**src/sdm_cfg.svh**
```systemverilog
`ifndef SDM_CFG_SVH
`define SDM_CFG_SVH
// ==========================================================
// Sizes
`define SDM_BYTE_BITS      8
`define SDM_QUEUE_MAX      64
`define SDM_DEPTH_STEP     16
`define SDM_PATTERN_BITS   32
// ==========================================================
// Timing
`define SDM_CLK_HZ         25000000
`define SDM_BIT_DIV_RST    16'h00FA
`define SDM_DONE_BITS      8
// ==========================================================
// Reset values
`define SDM_PTR_RST        6'h00
`define SDM_CNT_RST        7'h00
`endif

```
**src/sdm_pkg.sv**
```systemverilog
// ==========================================================
// Shared types
package sdm_pkg;
   // Chip operating mode
   typedef enum logic [1:0] {
      SDM_SLEEP = 2'b00,
      SDM_STBY  = 2'b01,
      SDM_TX    = 2'b10,
      SDM_RX    = 2'b11
   } sdm_chip_mode_t;
   // Data path mode
   typedef enum logic [1:0] {
      SDM_CONT = 2'b00,
      SDM_BUF  = 2'b01,
      SDM_PKT  = 2'b10,
      SDM_PKT2 = 2'b11
   } sdm_data_mode_t;
endpackage

```
**src/sdm_buf2.sv**
```systemverilog
`timescale 1ns/1ps
`default_nettype none
// ==========================================================
// Two-entry buffer, all outputs from flip-flops
module sdm_buf2 #(
   parameter int WIDTH = 8
) (
   // Clock and reset
   input  wire logic             i_clk,
   input  wire logic             i_rst,
   // Filling side
   input  wire logic             i_in_valid,
   input  wire logic [WIDTH-1:0] i_in_data,
   output var  logic             o_in_ready,
   // Draining side
   output var  logic             o_out_valid,
   output var  logic [WIDTH-1:0] o_out_data,
   input  wire logic             i_out_ready
);
   logic [WIDTH-1:0] d1_q;   // Second slot
   logic             v1_q;   // Second slot valid
   logic             push;
   logic             pop;

   assign push = i_in_valid & o_in_ready;
   assign pop  = i_out_ready & o_out_valid;

   // Slot movement
   always_ff @(posedge i_clk or posedge i_rst) begin
      if (i_rst) begin
         o_out_valid <= 1'b0;
         o_out_data  <= '0;
         d1_q        <= '0;
         v1_q        <= 1'b0;
      end else if (pop) begin
         // Head leaves; second slot moves up
         if (v1_q) begin
            o_out_data <= d1_q;
            v1_q       <= 1'b0;
         end else if (push) begin
            o_out_data <= i_in_data;
         end else begin
            o_out_valid <= 1'b0;
         end
      end else if (push) begin
         // Fill the first free slot
         if (!o_out_valid) begin
            o_out_data  <= i_in_data;
            o_out_valid <= 1'b1;
         end else begin
            d1_q <= i_in_data;
            v1_q <= 1'b1;
         end
      end
   end

   // Ready while a slot stays free next cycle
   always_ff @(posedge i_clk or posedge i_rst) begin
      if (i_rst) begin
         o_in_ready <= 1'b0;
      end else begin
         o_in_ready <= !((v1_q && !pop) || (o_out_valid && push && !pop));
      end
   end
endmodule
`default_nettype wire

```
**src/sdm_top.sv**
```systemverilog
`timescale 1ns/1ps
`default_nettype none
`include "sdm_cfg.svh"
module sdm_top #(
   parameter int QDEPTH = `SDM_QUEUE_MAX
) (
   // Clock and reset
   input  wire logic        i_clk,
   input  wire logic        i_rst,
   // Configuration
   input  wire logic [1:0]  i_chip_mode,
   input  wire logic [1:0]  i_data_mode,
   input  wire logic [15:0] i_bit_div,
   input  wire logic        i_bitsync_enable,
   input  wire logic        i_sync_detect_enable,
   input  wire logic [1:0]  i_sync_length_select,
   input  wire logic [1:0]  i_sync_error_tolerance,
   input  wire logic [31:0] i_sync_pattern_value,
   input  wire logic [1:0]  i_rx_event_select,
   input  wire logic        i_tx_start_nonempty,
   input  wire logic        i_fill_method,
   input  wire logic        i_fill_set,
   input  wire logic [1:0]  i_queue_depth_select,
   input  wire logic        i_overrun_clr,
   // Demodulator and modulator
   input  wire logic        i_demod_bit,
   input  wire logic        i_rssi_event,
   output var  logic        o_mod_bit,
   // Data pin and event pins
   input  wire logic        i_data_in,
   output var  logic        o_data_out,
   output var  logic        o_data_oe,
   output var  logic        o_event_a,
   output var  logic        o_event_b,
   // Byte write port
   input  wire logic        i_wr_valid,
   input  wire logic [7:0]  i_wr_byte,
   output var  logic        o_wr_ready,
   // Byte read port
   output var  logic        o_rd_valid,
   output var  logic [7:0]  o_rd_byte,
   input  wire logic        i_rd_ready,
   // Status
   output var  logic        o_queue_not_empty,
   output var  logic        o_queue_full,
   output var  logic        o_tx_done,
   output var  logic        o_overrun,
   output var  logic        o_sync_event
);
   // ==========================================================
   // Mode decode
   logic is_tx, is_rx, is_cont, is_buf, bitsync_on, sync_on;
   assign is_tx   = i_chip_mode == sdm_pkg::SDM_TX;
   assign is_rx   = i_chip_mode == sdm_pkg::SDM_RX;
   assign is_cont = i_data_mode == sdm_pkg::SDM_CONT;
   assign is_buf  = i_data_mode == sdm_pkg::SDM_BUF;
   // Synchronizer forced outside continuous mode
   assign bitsync_on = i_bitsync_enable | !is_cont;
   assign sync_on    = i_sync_detect_enable & bitsync_on;

   // Count of differing bits in a word
   function automatic logic [5:0] ones32(input logic [31:0] v);
      logic [5:0] n;
      n = '0;
      for (int k = 0; k < 32; k++) begin
         n = n + {5'h00, v[k]};
      end
      return n;
   endfunction

   // ==========================================================
   // Pin synchroniser and mode history
   logic       din_m_q, din_s_q;   // Two-stage data pin sync
   logic [1:0] mode_prev_q;        // Chip mode last cycle
   logic       mode_entry;         // Entering transmit, receive or sleep

   // Data pin passes two flops before use
   always_ff @(posedge i_clk or posedge i_rst) begin
      if (i_rst) begin
         din_m_q <= 1'b0;
         din_s_q <= 1'b0;
      end else begin
         din_m_q <= i_data_in;
         din_s_q <= din_m_q;
      end
   end

   // Remember mode to spot transitions
   always_ff @(posedge i_clk or posedge i_rst) begin
      if (i_rst) begin
         mode_prev_q <= 2'b00;
      end else begin
         mode_prev_q <= i_chip_mode;
      end
   end
   assign mode_entry = (i_chip_mode != mode_prev_q)
                     && (is_tx || is_rx
                         || i_chip_mode == sdm_pkg::SDM_SLEEP);

   // ==========================================================
   // Bit timer and data clock
   logic [15:0] bcnt_q;     // Position within the bit
   logic        bit_tick;   // End of bit: clock falls
   logic        half_tick;  // Middle of bit: clock rises
   logic        bit_rate_data_clock_q;     // Bit rate data clock

   assign bit_tick  = (is_tx | is_rx) && bcnt_q == i_bit_div - 16'h0001;
   assign half_tick = (is_tx | is_rx)
                    && bcnt_q == (i_bit_div >> 1) - 16'h0001;

   // Free counter while transmitting or receiving
   always_ff @(posedge i_clk or posedge i_rst) begin
      if (i_rst) begin
         bcnt_q <= 16'h0000;
      end else if (!(is_tx | is_rx) || bit_tick) begin
         bcnt_q <= 16'h0000;
      end else begin
         bcnt_q <= bcnt_q + 16'h0001;
      end
   end

   // Clock high in the second half of each bit
   always_ff @(posedge i_clk or posedge i_rst) begin
      if (i_rst) begin
         bit_rate_data_clock_q <= 1'b0;
      end else if (half_tick) begin
         bit_rate_data_clock_q <= 1'b1;
      end else if (bit_tick || !(is_tx | is_rx)) begin
         bit_rate_data_clock_q <= 1'b0;
      end
   end

   // ==========================================================
   // Receive sampling and sync detection
   logic        rx_bit_q;    // Bit taken at rising clock
   logic        rx_stb_q;    // One-cycle bit strobe
   logic [31:0] cmp_q;       // Compare register, newest at bit 0
   logic [5:0]  seen_q;      // Bits shifted, saturating
   logic [5:0]  plen;        // Pattern length in bits
   logic [31:0] pmask, pexp;
   logic        match;

   // Sample demodulator at each rising clock
   always_ff @(posedge i_clk or posedge i_rst) begin
      if (i_rst) begin
         rx_bit_q <= 1'b0;
         rx_stb_q <= 1'b0;
      end else begin
         rx_stb_q <= half_tick & is_rx;
         if (half_tick & is_rx) begin
            rx_bit_q <= i_demod_bit;
         end
      end
   end

   // Continuous shift of received bits
   always_ff @(posedge i_clk or posedge i_rst) begin
      if (i_rst) begin
         cmp_q  <= 32'h0000_0000;
         seen_q <= 6'h00;
      end else if (!(is_rx && sync_on)) begin
         seen_q <= 6'h00;
      end else if (rx_stb_q) begin
         cmp_q <= {cmp_q[30:0], rx_bit_q};
         if (seen_q != 6'h20) begin
            seen_q <= seen_q + 6'h01;
         end
      end
   end

   // Pattern top byte pairs with the oldest bit
   assign plen  = {1'b0, i_sync_length_select, 3'b000} + 6'h08;
   assign pmask = 32'hFFFF_FFFF >> (6'h20 - plen);
   assign pexp  = i_sync_pattern_value >> (6'h20 - plen);
   assign match = seen_q >= plen
                && ones32((cmp_q ^ pexp) & pmask)
                   <= {4'h0, i_sync_error_tolerance};

   // Sync event one cycle after each shift, judged on the shifted word
   logic shift_stb_q;   // Compare register took a bit last edge
   logic sync_stb_q;    // Sync event pulse
   always_ff @(posedge i_clk or posedge i_rst) begin
      if (i_rst) begin
         shift_stb_q <= 1'b0;
         sync_stb_q  <= 1'b0;
      end else begin
         shift_stb_q <= rx_stb_q;
         // Late judging would cost the first byte after the pattern
         sync_stb_q  <= shift_stb_q & is_rx & sync_on & match;
      end
   end
   assign o_sync_event = sync_stb_q;

   // ==========================================================
   // Byte queue
   logic [7:0] mem_q [QDEPTH];
   logic [5:0] wptr_q, rptr_q;
   logic [6:0] cnt_q, cnt_n, depth;
   logic       push, pop, qclear;
   logic [7:0] push_byte;
   logic       full;

   assign depth = {1'b0, i_queue_depth_select, 4'h0} + 7'h10;
   assign full  = cnt_q >= depth;

   // Pointer wrap at the programmed depth
   function automatic logic [5:0] nxt(input logic [5:0] p,
                                      input logic [6:0] d);
      return (p + 6'h01 == d[5:0]) ? 6'h00 : p + 6'h01;
   endfunction

   assign cnt_n = qclear ? 7'h00
                : cnt_q + {6'h00, push} - {6'h00, pop};

   // Store and pointer update
   always_ff @(posedge i_clk or posedge i_rst) begin
      if (i_rst) begin
         wptr_q <= `SDM_PTR_RST;
         rptr_q <= `SDM_PTR_RST;
         cnt_q  <= `SDM_CNT_RST;
      end else if (qclear) begin
         wptr_q <= `SDM_PTR_RST;
         rptr_q <= `SDM_PTR_RST;
         cnt_q  <= `SDM_CNT_RST;
      end else begin
         cnt_q <= cnt_n;
         if (push) begin
            wptr_q <= nxt(wptr_q, depth);
         end
         if (pop) begin
            rptr_q <= nxt(rptr_q, depth);
         end
      end
   end

   // Queue storage
   always_ff @(posedge i_clk) begin
      if (push) begin
         mem_q[wptr_q] <= push_byte;
      end
   end

   // Registered queue status
   always_ff @(posedge i_clk or posedge i_rst) begin
      if (i_rst) begin
         o_queue_not_empty <= 1'b0;
         o_queue_full      <= 1'b0;
         o_wr_ready        <= 1'b0;
      end else begin
         o_queue_not_empty <= cnt_n != 7'h00;
         o_queue_full      <= cnt_n >= depth;
         // Queue closed in continuous mode
         o_wr_ready <= is_buf && is_tx && cnt_n < depth;
      end
   end

   // ==========================================================
   // Buffered transmit serializer
   logic [7:0] ser_q;       // Byte on air, MSB first
   logic [3:0] left_q;      // Bits still to send
   logic       started_q;   // Start condition met
   logic       tx_pop, wr_push;

   assign wr_push = i_wr_valid & o_wr_ready;
   assign tx_pop  = is_buf && is_tx && bit_tick && started_q
                  && left_q <= 4'h1 && cnt_q != 7'h00;

   // Start once non-empty or once full
   always_ff @(posedge i_clk or posedge i_rst) begin
      if (i_rst) begin
         started_q <= 1'b0;
      end else if (!(is_buf && is_tx)) begin
         started_q <= 1'b0;
      end else if (i_tx_start_nonempty ? cnt_q != 7'h00 : full) begin
         started_q <= 1'b1;
      end
   end

   // Shift out and reload while bytes remain
   always_ff @(posedge i_clk or posedge i_rst) begin
      if (i_rst) begin
         ser_q  <= 8'h00;
         left_q <= 4'h0;
      end else if (!(is_buf && is_tx)) begin
         left_q <= 4'h0;
      end else if (bit_tick) begin
         if (tx_pop) begin
            ser_q  <= mem_q[rptr_q];
            left_q <= 4'h8;
         end else if (left_q != 4'h0) begin
            ser_q  <= {ser_q[6:0], 1'b0};
            left_q <= left_q - 4'h1;
         end
      end
   end

   // Done when the last bit has left
   always_ff @(posedge i_clk or posedge i_rst) begin
      if (i_rst) begin
         o_tx_done <= 1'b0;
      end else if (!(is_buf && is_tx) || tx_pop) begin
         o_tx_done <= 1'b0;
      end else if (bit_tick && left_q == 4'h1) begin
         o_tx_done <= 1'b1;
      end
   end

   // ==========================================================
   // Buffered receive deserializer
   logic [7:0] des_q;     // Assembling byte
   logic [3:0] dcnt_q;    // Bits assembled
   logic       fill_q;    // Filling started by sync
   logic       filling, byte_done, rx_push, rd_pop, buf_ready;

   assign filling   = is_buf && is_rx
                    && (i_fill_method ? i_fill_set : fill_q);
   assign byte_done = filling && rx_stb_q && dcnt_q == 4'h7;
   assign rx_push   = byte_done && !full;

   // Sync-triggered fill holds until receive ends
   always_ff @(posedge i_clk or posedge i_rst) begin
      if (i_rst) begin
         fill_q <= 1'b0;
      end else if (!(is_buf && is_rx)) begin
         fill_q <= 1'b0;
      end else if (sync_stb_q) begin
         fill_q <= 1'b1;
      end
   end

   // Assemble bits MSB first
   always_ff @(posedge i_clk or posedge i_rst) begin
      if (i_rst) begin
         des_q  <= 8'h00;
         dcnt_q <= 4'h0;
      end else if (!filling) begin
         dcnt_q <= 4'h0;
      end else if (rx_stb_q) begin
         des_q  <= {des_q[6:0], rx_bit_q};
         dcnt_q <= (dcnt_q == 4'h7) ? 4'h0 : dcnt_q + 4'h1;
      end
   end

   // Overrun: set wins over clear, clear also empties queue
   always_ff @(posedge i_clk or posedge i_rst) begin
      if (i_rst) begin
         o_overrun <= 1'b0;
      end else if (byte_done && full) begin
         o_overrun <= 1'b1;
      end else if (i_overrun_clr) begin
         o_overrun <= 1'b0;
      end
   end

   assign rd_pop    = is_buf && !is_tx && cnt_q != 7'h00 && buf_ready;
   assign push      = wr_push | rx_push;
   assign pop       = tx_pop | rd_pop;
   assign push_byte = is_tx ? i_wr_byte : {des_q[6:0], rx_bit_q};
   assign qclear    = mode_entry | (i_overrun_clr & !(byte_done & full));

   // Read path keeps words through a host stall
   sdm_buf2 #(
      .WIDTH (8)
   ) u_rd_buf (
      .i_clk       (i_clk),
      .i_rst       (i_rst),
      .i_in_valid  (rd_pop),
      .i_in_data   (mem_q[rptr_q]),
      .o_in_ready  (buf_ready),
      .o_out_valid (o_rd_valid),
      .o_out_data  (o_rd_byte),
      .i_out_ready (i_rd_ready)
   );

   // ==========================================================
   // Continuous mode pins
   logic tx_samp_q;   // Host bit taken at rising clock

   // Sample host data pin on rising clock
   always_ff @(posedge i_clk or posedge i_rst) begin
      if (i_rst) begin
         tx_samp_q <= 1'b0;
      end else if (half_tick && is_tx) begin
         tx_samp_q <= din_s_q;
      end
   end

   // Modulator bit per mode
   always_ff @(posedge i_clk or posedge i_rst) begin
      if (i_rst) begin
         o_mod_bit <= 1'b0;
      end else if (!is_tx) begin
         o_mod_bit <= 1'b0;
      end else if (is_cont) begin
         o_mod_bit <= tx_samp_q;
      end else begin
         o_mod_bit <= ser_q[7] & (left_q != 4'h0);
      end
   end

   // Data pin drive and content
   always_ff @(posedge i_clk or posedge i_rst) begin
      if (i_rst) begin
         o_data_out <= 1'b0;
         o_data_oe  <= 1'b0;
      end else begin
         o_data_oe <= is_cont & is_rx;
         if (!(is_cont & is_rx)) begin
            o_data_out <= 1'b0;
         end else if (!i_bitsync_enable) begin
            o_data_out <= i_demod_bit;
         end else if (o_event_b && !bit_rate_data_clock_q) begin
            // Change with the falling clock pin, host samples on rising
            o_data_out <= rx_bit_q;
         end
      end
   end

   // Event pins in continuous mode
   always_ff @(posedge i_clk or posedge i_rst) begin
      if (i_rst) begin
         o_event_a <= 1'b0;
         o_event_b <= 1'b0;
      end else begin
         // Clock out in transmit, or receive with synchronizer
         o_event_b <= is_cont && (is_tx || (is_rx && i_bitsync_enable))
                      && bit_rate_data_clock_q;
         if (!(is_cont && is_rx)) begin
            o_event_a <= 1'b0;
         end else if (i_rx_event_select == 2'b00) begin
            o_event_a <= sync_stb_q;
         end else if (i_rx_event_select == 2'b01) begin
            o_event_a <= i_rssi_event;
         end else begin
            o_event_a <= 1'b0;
         end
      end
   end
endmodule
`default_nettype wire

```
**config.mk**
```make
export PLATFORM = sky130hd
export DESIGN_NAME = sdm_top
export DESIGN_NICKNAME = d
export VERILOG_FILES = /design/src/sdm_pkg.sv /design/src/sdm_buf2.sv /design/src/sdm_top.sv
export VERILOG_INCLUDE_DIRS = /design/src /design/src/src
export SDC_FILE = /design/constraint.sdc
export NUM_CORES = 1
export LEC_CHECK = 0
export ABC_AREA = 1
export BUFFER_PORTS_ARGS = -buffer_cell sky130_fd_sc_hd__buf_4
export CAP_MARGIN = 10
export CORE_ASPECT_RATIO = 0.7
export CORE_MARGIN = 2
export CORE_UTILIZATION = 40
export CTS_BUF_LIST = sky130_fd_sc_hd__clkbuf_4 sky130_fd_sc_hd__clkbuf_8
export CTS_CLUSTER_DIAMETER = 50
export DETAILED_ROUTE_END_ITERATION = 12
export PLACE_DENSITY = 0.64
export SETUP_SLACK_MARGIN = 0.1
export SLEW_MARGIN = 20
export SYNTH_ARGS = -nofsm -noshare
export SYNTH_HDL_FRONTEND = slang
export SYNTH_HIERARCHICAL = 1
export SYNTH_SLANG_ARGS = --single-unit
export TNS_END_PERCENT = 10
```
**constraint.sdc**
```tcl
create_clock -name i_clk -period 11.1 [get_ports i_clk]
set_input_delay 0 -clock i_clk [delete_from_list [all_inputs] [get_ports i_clk]]
set_output_delay 0 -clock i_clk [all_outputs]
set_load 0.05 [all_outputs]
```
Word-level counts from Yosys, hierarchy flattened:

Memory sizes are Yosys's and may differ from the RTL's.
Cells that the tools add are included.
Widths: inputs -> output; s select.

* order comparisons: 6
* eq/ne operators: 23
* reductions and logical operators: 69
* shifts and indexed selects: 2
* mux-type cells: 56
* bitwise logic cells: 20
* add/sub/neg operators: 44

Operator list (count)
* $add 6x1->6: 26
* $mux 8: 8
* $mux 6: 9
* $and 32x32->32: 1
* $eq 16x16->1: 2
* $shr 32x6->32: 1
* $shr 32x6->32 const A: 1
* $xor 32x32->32: 1
* $logic_and 1x1->1: 30
* $mux 1: 29
* $mux 4: 7
* $add 6x1->6 const B: 3
* $reduce_bool 2->1: 9
* $add 16x1->16 const B: 1
* $mux 16: 1
* $sub 15x1->16 const B: 1
* $sub 16x1->16 const B: 1
* $ge 7x7->1: 2
* $mux 7: 2
* $ne 2x2->1 const B: 7
* $reduce_bool 7->1: 2
* $and 1x1->1: 12
* $eq 6x6->1: 2
* $reduce_and 3->1: 4
* 31 further kinds: 58

* bits in writable memories: 512
* memories: 1
* logic and storage cells: 257
* bits of input ports: 81
* register bits: 137
* output and inout bits: 20

Memories
* mem_q: depth 64, width 8, rd ports 1, clocked after Yosys merged registers in 0, write ports 1, RTL line sdm_top.sv:196 `logic [7:0] mem_q [QDEPTH];`

Logic depth before layout (Yosys ltp):

* depth after elaboration: 39
* depth in mapped cells: 33
* gate-level depth less buffers: 33

Hierarchy:

Netlist, hierarchy kept.

By module, submodules not included
* sdm_top: cells an instance 3021, area an instance 29713.5 um^2, seq. area each 18327.6 um^2, instances 1
* sdm_buf2: cells an instance 110, area an instance 874.6 um^2, seq. area each 475.5 um^2, instances 1

Worst setup path before layout:

No wires, ideal clock.

* kind: input-to-reg
* from: in i_sync_length_select[0]
* to: reg sync_stb_q (netlist: o_sync_event)
* buffers on the path: 1
* data arrival time: 6.061 ns
* stages: 25
* library setup time: 0.101 ns
* required time: 10.999 ns
* path slack: 4.938 ns
* path through: inv_1 > ha_1 > nor2_1 > inv_1 > clkbuf_1 > o22ai_1 > nor2_1 > xnor2_1 > nor2_1 > fa_1 > inv_1 > fa_1 > inv_1 > fa_1 > fa_1 > fa_1 > inv_1 > fa_1 > inv_1 > ha_1 > fa_1 > ha_1 > a21oi_1 > o22ai_1 > nor4_1

* cells in the longest elaborated chain, start to end: 39
* elaborated cells on any way between the ends: 41
* classes of those cells: add/sub: 33; order compare: 2; shift: 2; bitwise: 3; reduce/logical: 1

RTL lines
* from (decl): RTL line sdm_top.sv:16 `input wire logic [1:0] i_sync_length_select,`
* $add 5x4->6 (*): RTL line sdm_top.sv:172 `assign plen = {1'b0, i_sync_length_select, 3'b000} + 6'h08;`
* $sub 6x6->6: RTL line sdm_top.sv:173, sdm_top.sv:174
* $shr 32x6->32: RTL line sdm_top.sv:174 `assign pexp = i_sync_pattern_value >> (6'h20 - plen);`
* $xor 32x32->32: RTL line sdm_top.sv:176 `&& ones32((cmp_q ^ pexp) & pmask)`
* $and 32x32->32: RTL line sdm_top.sv:176
* $add 1x1->2: RTL line sdm_top.sv:66 `n = n + {5'h00, v[k]};`
* $add 2x1->3: RTL line sdm_top.sv:66
* $add 3x1->4: RTL line sdm_top.sv:66
* $add 4x1->5: RTL line sdm_top.sv:66
* $add 5x1->6: RTL line sdm_top.sv:66
* $add 6x1->6 (26 in a row): RTL line sdm_top.sv:66
* $le 6x2->1: RTL line sdm_top.sv:177 `<= {4'h0, i_sync_error_tolerance};`
* $logic_and 1x1->1 (*): RTL line sdm_top.sv:176
* $and 1x1->1 (*): RTL line sdm_top.sv:189 `sync_stb_q <= shift_stb_q & is_rx & sync_on & match;`
* to (signal assigned): RTL line sdm_top.sv:189
* to (decl): RTL line sdm_top.sv:181 `logic sync_stb_q;`

Every way passes the cells marked *; elsewhere a longest branch is shown, timed or not.
A chain may end at the register's enable or synchronous reset.

Worst setup path after layout:

Same ends and word-level chain as after synthesis.

==> results.tsv <==
metric	value	unit
path category of the worst min-delay check	in -> reg	
buffer type at the clock tree root	clkbuf_8	
total number of yosys warnings	6	
routed vias	22400	
sink count of the clock tree	649	
proportion of power drawn by combinational gates	18.8	%
data required time of the worst path	11.68	ns
simple-gate area share of the yosys netlist	23.9	%
total number of placement rows	84	
path depth of the worst reg2reg path	19	
capturing point of the worst reg2reg path	o_sync_event	
post-synthesis sequential element count	649	
1st-pass router iterations	5	
most frequent CP cell	fa_1	
count of final setup violators	0	
worst hold endpoint	o_sync_event	
number of diodes	0	
switching power	1600	µW
post-synthesis mux area share	0.0654	%
time the final worst path needs with I/O delays and setup	8.17	ns
wire length of the first global-routing pass	123	mm
clock-pin slew reported for the worst setup and hold paths after clock tree synthesis	0.06	ns
largest incremental delay on the critical path	0.66	ns
fraction of registers with async set/reset	21.1	%
worst clock skew on the final layout	0.0331	ns
buffers inserted by post-CTS timing repair	0	
vias per inst	5.20	
Setup TNS Final	0	ns
Clk network pwr share	33.5	%
detailed placer's ending HPWL	49.2	mm
Compound-Gate Fraction of Synth Area	5.04	%
part of the total power dissipated in sequential elements	47.6	%
share of cells above drive strength 1	10.0	%
area of the core	75400	µm²
count of input and output buffers	100	
die area	78700	µm²
pre-CTS worst setup slack	3.48	ns
DIE HEIGHT	235	µm
largest net degree at the start of global routing	190	
Max-Cap Viols	0	
count of hold buffers inserted by post-cts repair	39	
Leakage Power	0.0137	µW
final estimated routing congestion in global placement	0.901	
adder-cell share of the synthesized area	3.35	%
timing-limited maximum frequency	122	MHz
RSZ-0062 raised after global routing	false	
Final Max Tran Viols	0	
syn avg cell area	9.77	µm²
Power Dens Cells	165	nW/µm²
most instantiated library cell after synthesis	nand2_1	
launch point of the worst hold path	i_sync_length_select[1]	
CP Class	in -> reg	
transition at the pin with the smallest max-transition slack	1.02	ns
htree depth	3	
via count of the first global-routing pass	21100	
run status	finished clean	
crit path capture type	register	
drt wl/cell	18.3	µm
count of cell types in the netlist	50	
area share of xor/xnor cells in the synthesized design	1.32	%
deepest clock path buffer count	3	
Worst Hold Path Cells	6	
Clk Latency, worst-skew pair	0.72	ns
post-route ant nets	0	
top-area cell type share of the netlist area	50.3	%
number of nets in the finished design	3392	
number of flops mapped to enable cells by yosys	512	
total design power	5680	µW
total global routing track utilization	20.0	%
WL final	78.9	mm
leading post-synthesis cells by cell area	edfxtp_1, nand2_1, dfrtp_1	
TritonCTS buffer count	95	
most used flip-flop cell after synthesis	edfxtp_1	
Max FO, Critical Path	26	
top cell types by occurrence after synthesis	nand2_1, edfxtp_1, nand3_1	
DRC violations left	0	
mapped cell area	30600	µm²
starting DRC count in detailed routing	2285	
setup slack of the worst register-to-register path	4.19	ns
Internal Power	4080	µW
aggregate global routing overflow	0	
num ports	101	
area added between synthesis and finish	12.5	%
normalized max-slew margin	31.6	%
Peak supply drop	0.216	mV
number of standard cells after synthesis	3131	
worst flop-to-flop path startpoint	cmp_q[9]	
startpoint type of the worst setup path	input port	
post-synth net total	3279	
overall die width	335	µm
Hold Vio Cnt, Final	0	
most area-hungry cell type in the Yosys netlist	edfxtp_1	
sequential share of the synthesized area	61.5	%
net switching fraction of the power	28.1	%
period utilisation layout	73.6	%
cells resized by post-CTS repair	0	
antenna violations before repair	1	
CTS tree	built	
slowest cell on the critical path	nor2_1	
final critical-path setup slack	2.93	ns
largest family of logic cells by synthesized area	simple AND/OR/NAND/NOR gates	
effective utilization at floorplan	40.6	%
arrival time worst endpoint	8.75	ns
-- registers in the layout (all words and copies together) (netlist names), 2 cells and up --
signal and cells:
bcnt_q 16, left_q 4, seen_q 6, mem_q 512
cnt_q 7, ser_q 8, cmp_q 32, rptr_q 6
u_rd_buf/d1_q 8, mode_prev_q 2, des_q 7, dcnt_q 4
u_rd_buf/o_out_data 8, wptr_q 6
-- layer usage --
layer / global-route usage (%) / vias up / wire (µm)
li1: - / 10800 / -
met1: 31.0 / 10700 / 38000
met2: 28.2 / 703 / 33100
met3: 4.43 / 127 / 6080
met4: 5.06 / 2 / 1630
met5: 0 / - / 11
-- worst max-delay path by stage --
stage	from	end	cells past startpoint
after floorplan	i_sync_length_select[0]	o_sync_event	25
after global placement	i_sync_length_select[0]	o_sync_event	27
after detailed placement	i_sync_length_select[0]	o_sync_event	27
after CTS	i_sync_length_select[0]	o_sync_event	29
after global routing	i_sync_length_select[0]	o_sync_event	29
final	i_sync_length_select[0]	o_sync_event	29
-- critical path, delay by kind of cell --
kind	cells	cell delay, ns
adder cells (fa/ha/maj)	10	4.51
buffers and inverters	10	2.43
AND/OR/NAND/NOR	5	1.25
AO/OA/AOI/OAI	3	0.44
XOR/XNOR	1	0.13
-- cell usage in the layout, fill, tap and decap left out, types with 14 or more instances in the layout --
| cell type | netlist | routed |
|---|---|---|
| clkbuf_4 | 0 | 33 |
| nand2_2 | 7 | 14 |
| nand2_1 | 929 | 922 |
| nor2_1 | 248 | 248 |
| dfrtp_1 | 137 | 134 |
| clkbuf_8 | 0 | 99 |
| xor2_1 | 36 | 36 |
| o21ai_0 | 161 | 159 |
| o22ai_1 | 30 | 30 |
| clkinv_1 | 7 | 22 |
| fa_1 | 25 | 25 |
| nand3_1 | 426 | 426 |
| dlygate4sd3_1 | 0 | 39 |
| buf_4 | 4 | 118 |
| a21oi_1 | 46 | 46 |
| edfxtp_1 | 512 | 512 |
| nor3_1 | 18 | 18 |
| ha_1 | 42 | 42 |
| nand4_1 | 38 | 38 |
| inv_1 | 221 | 217 |
-- area by class of cell --
type	instances	area, µm²
fill	6993	41000
tap	989	1240
timing repair buffer	158	1300
inverter	233	885
clock inverter	31	219
clock buffer	132	1610
multi-input combinational	2107	10300
sequential	649	18800
-- power groups by stage --
stage	sequential, µW	clock, µW	combinational, µW
after global placement	2750	0	952
after floorplan	2790	0	650
after CTS	2700	1950	1060
after detailed placement	2750	0	957
final	2700	1900	1070
after global routing	2710	2050	1230
-- through the flow --
stage               util, %  instances  area (µm²)  hold WS, ns
finish                 45.6       4299       34400       0.0651
global route           45.6       4299       34400       0.0888
CTS                    45.6       4299       34400       0.0103
detailed placement     42.7       4097       32200        0.111
global placement       42.7       4097       32200        0.111
floorplan                 -       3131       30600      -0.0489
-- kinds of logic (layout without fill, tap and decap cells) --
kind of cell               after synthesis  in the layout
DFF                                    649            649
adders and majority gates               67             67
AOI/OAI and AO/OA                      277            277
buffers and inverters                  375            554
muxes                                    2              2
xor gates and xnor gates                46             46
and+or+nand+nor                       1715           1715
(Power assumes the default switching activity.)
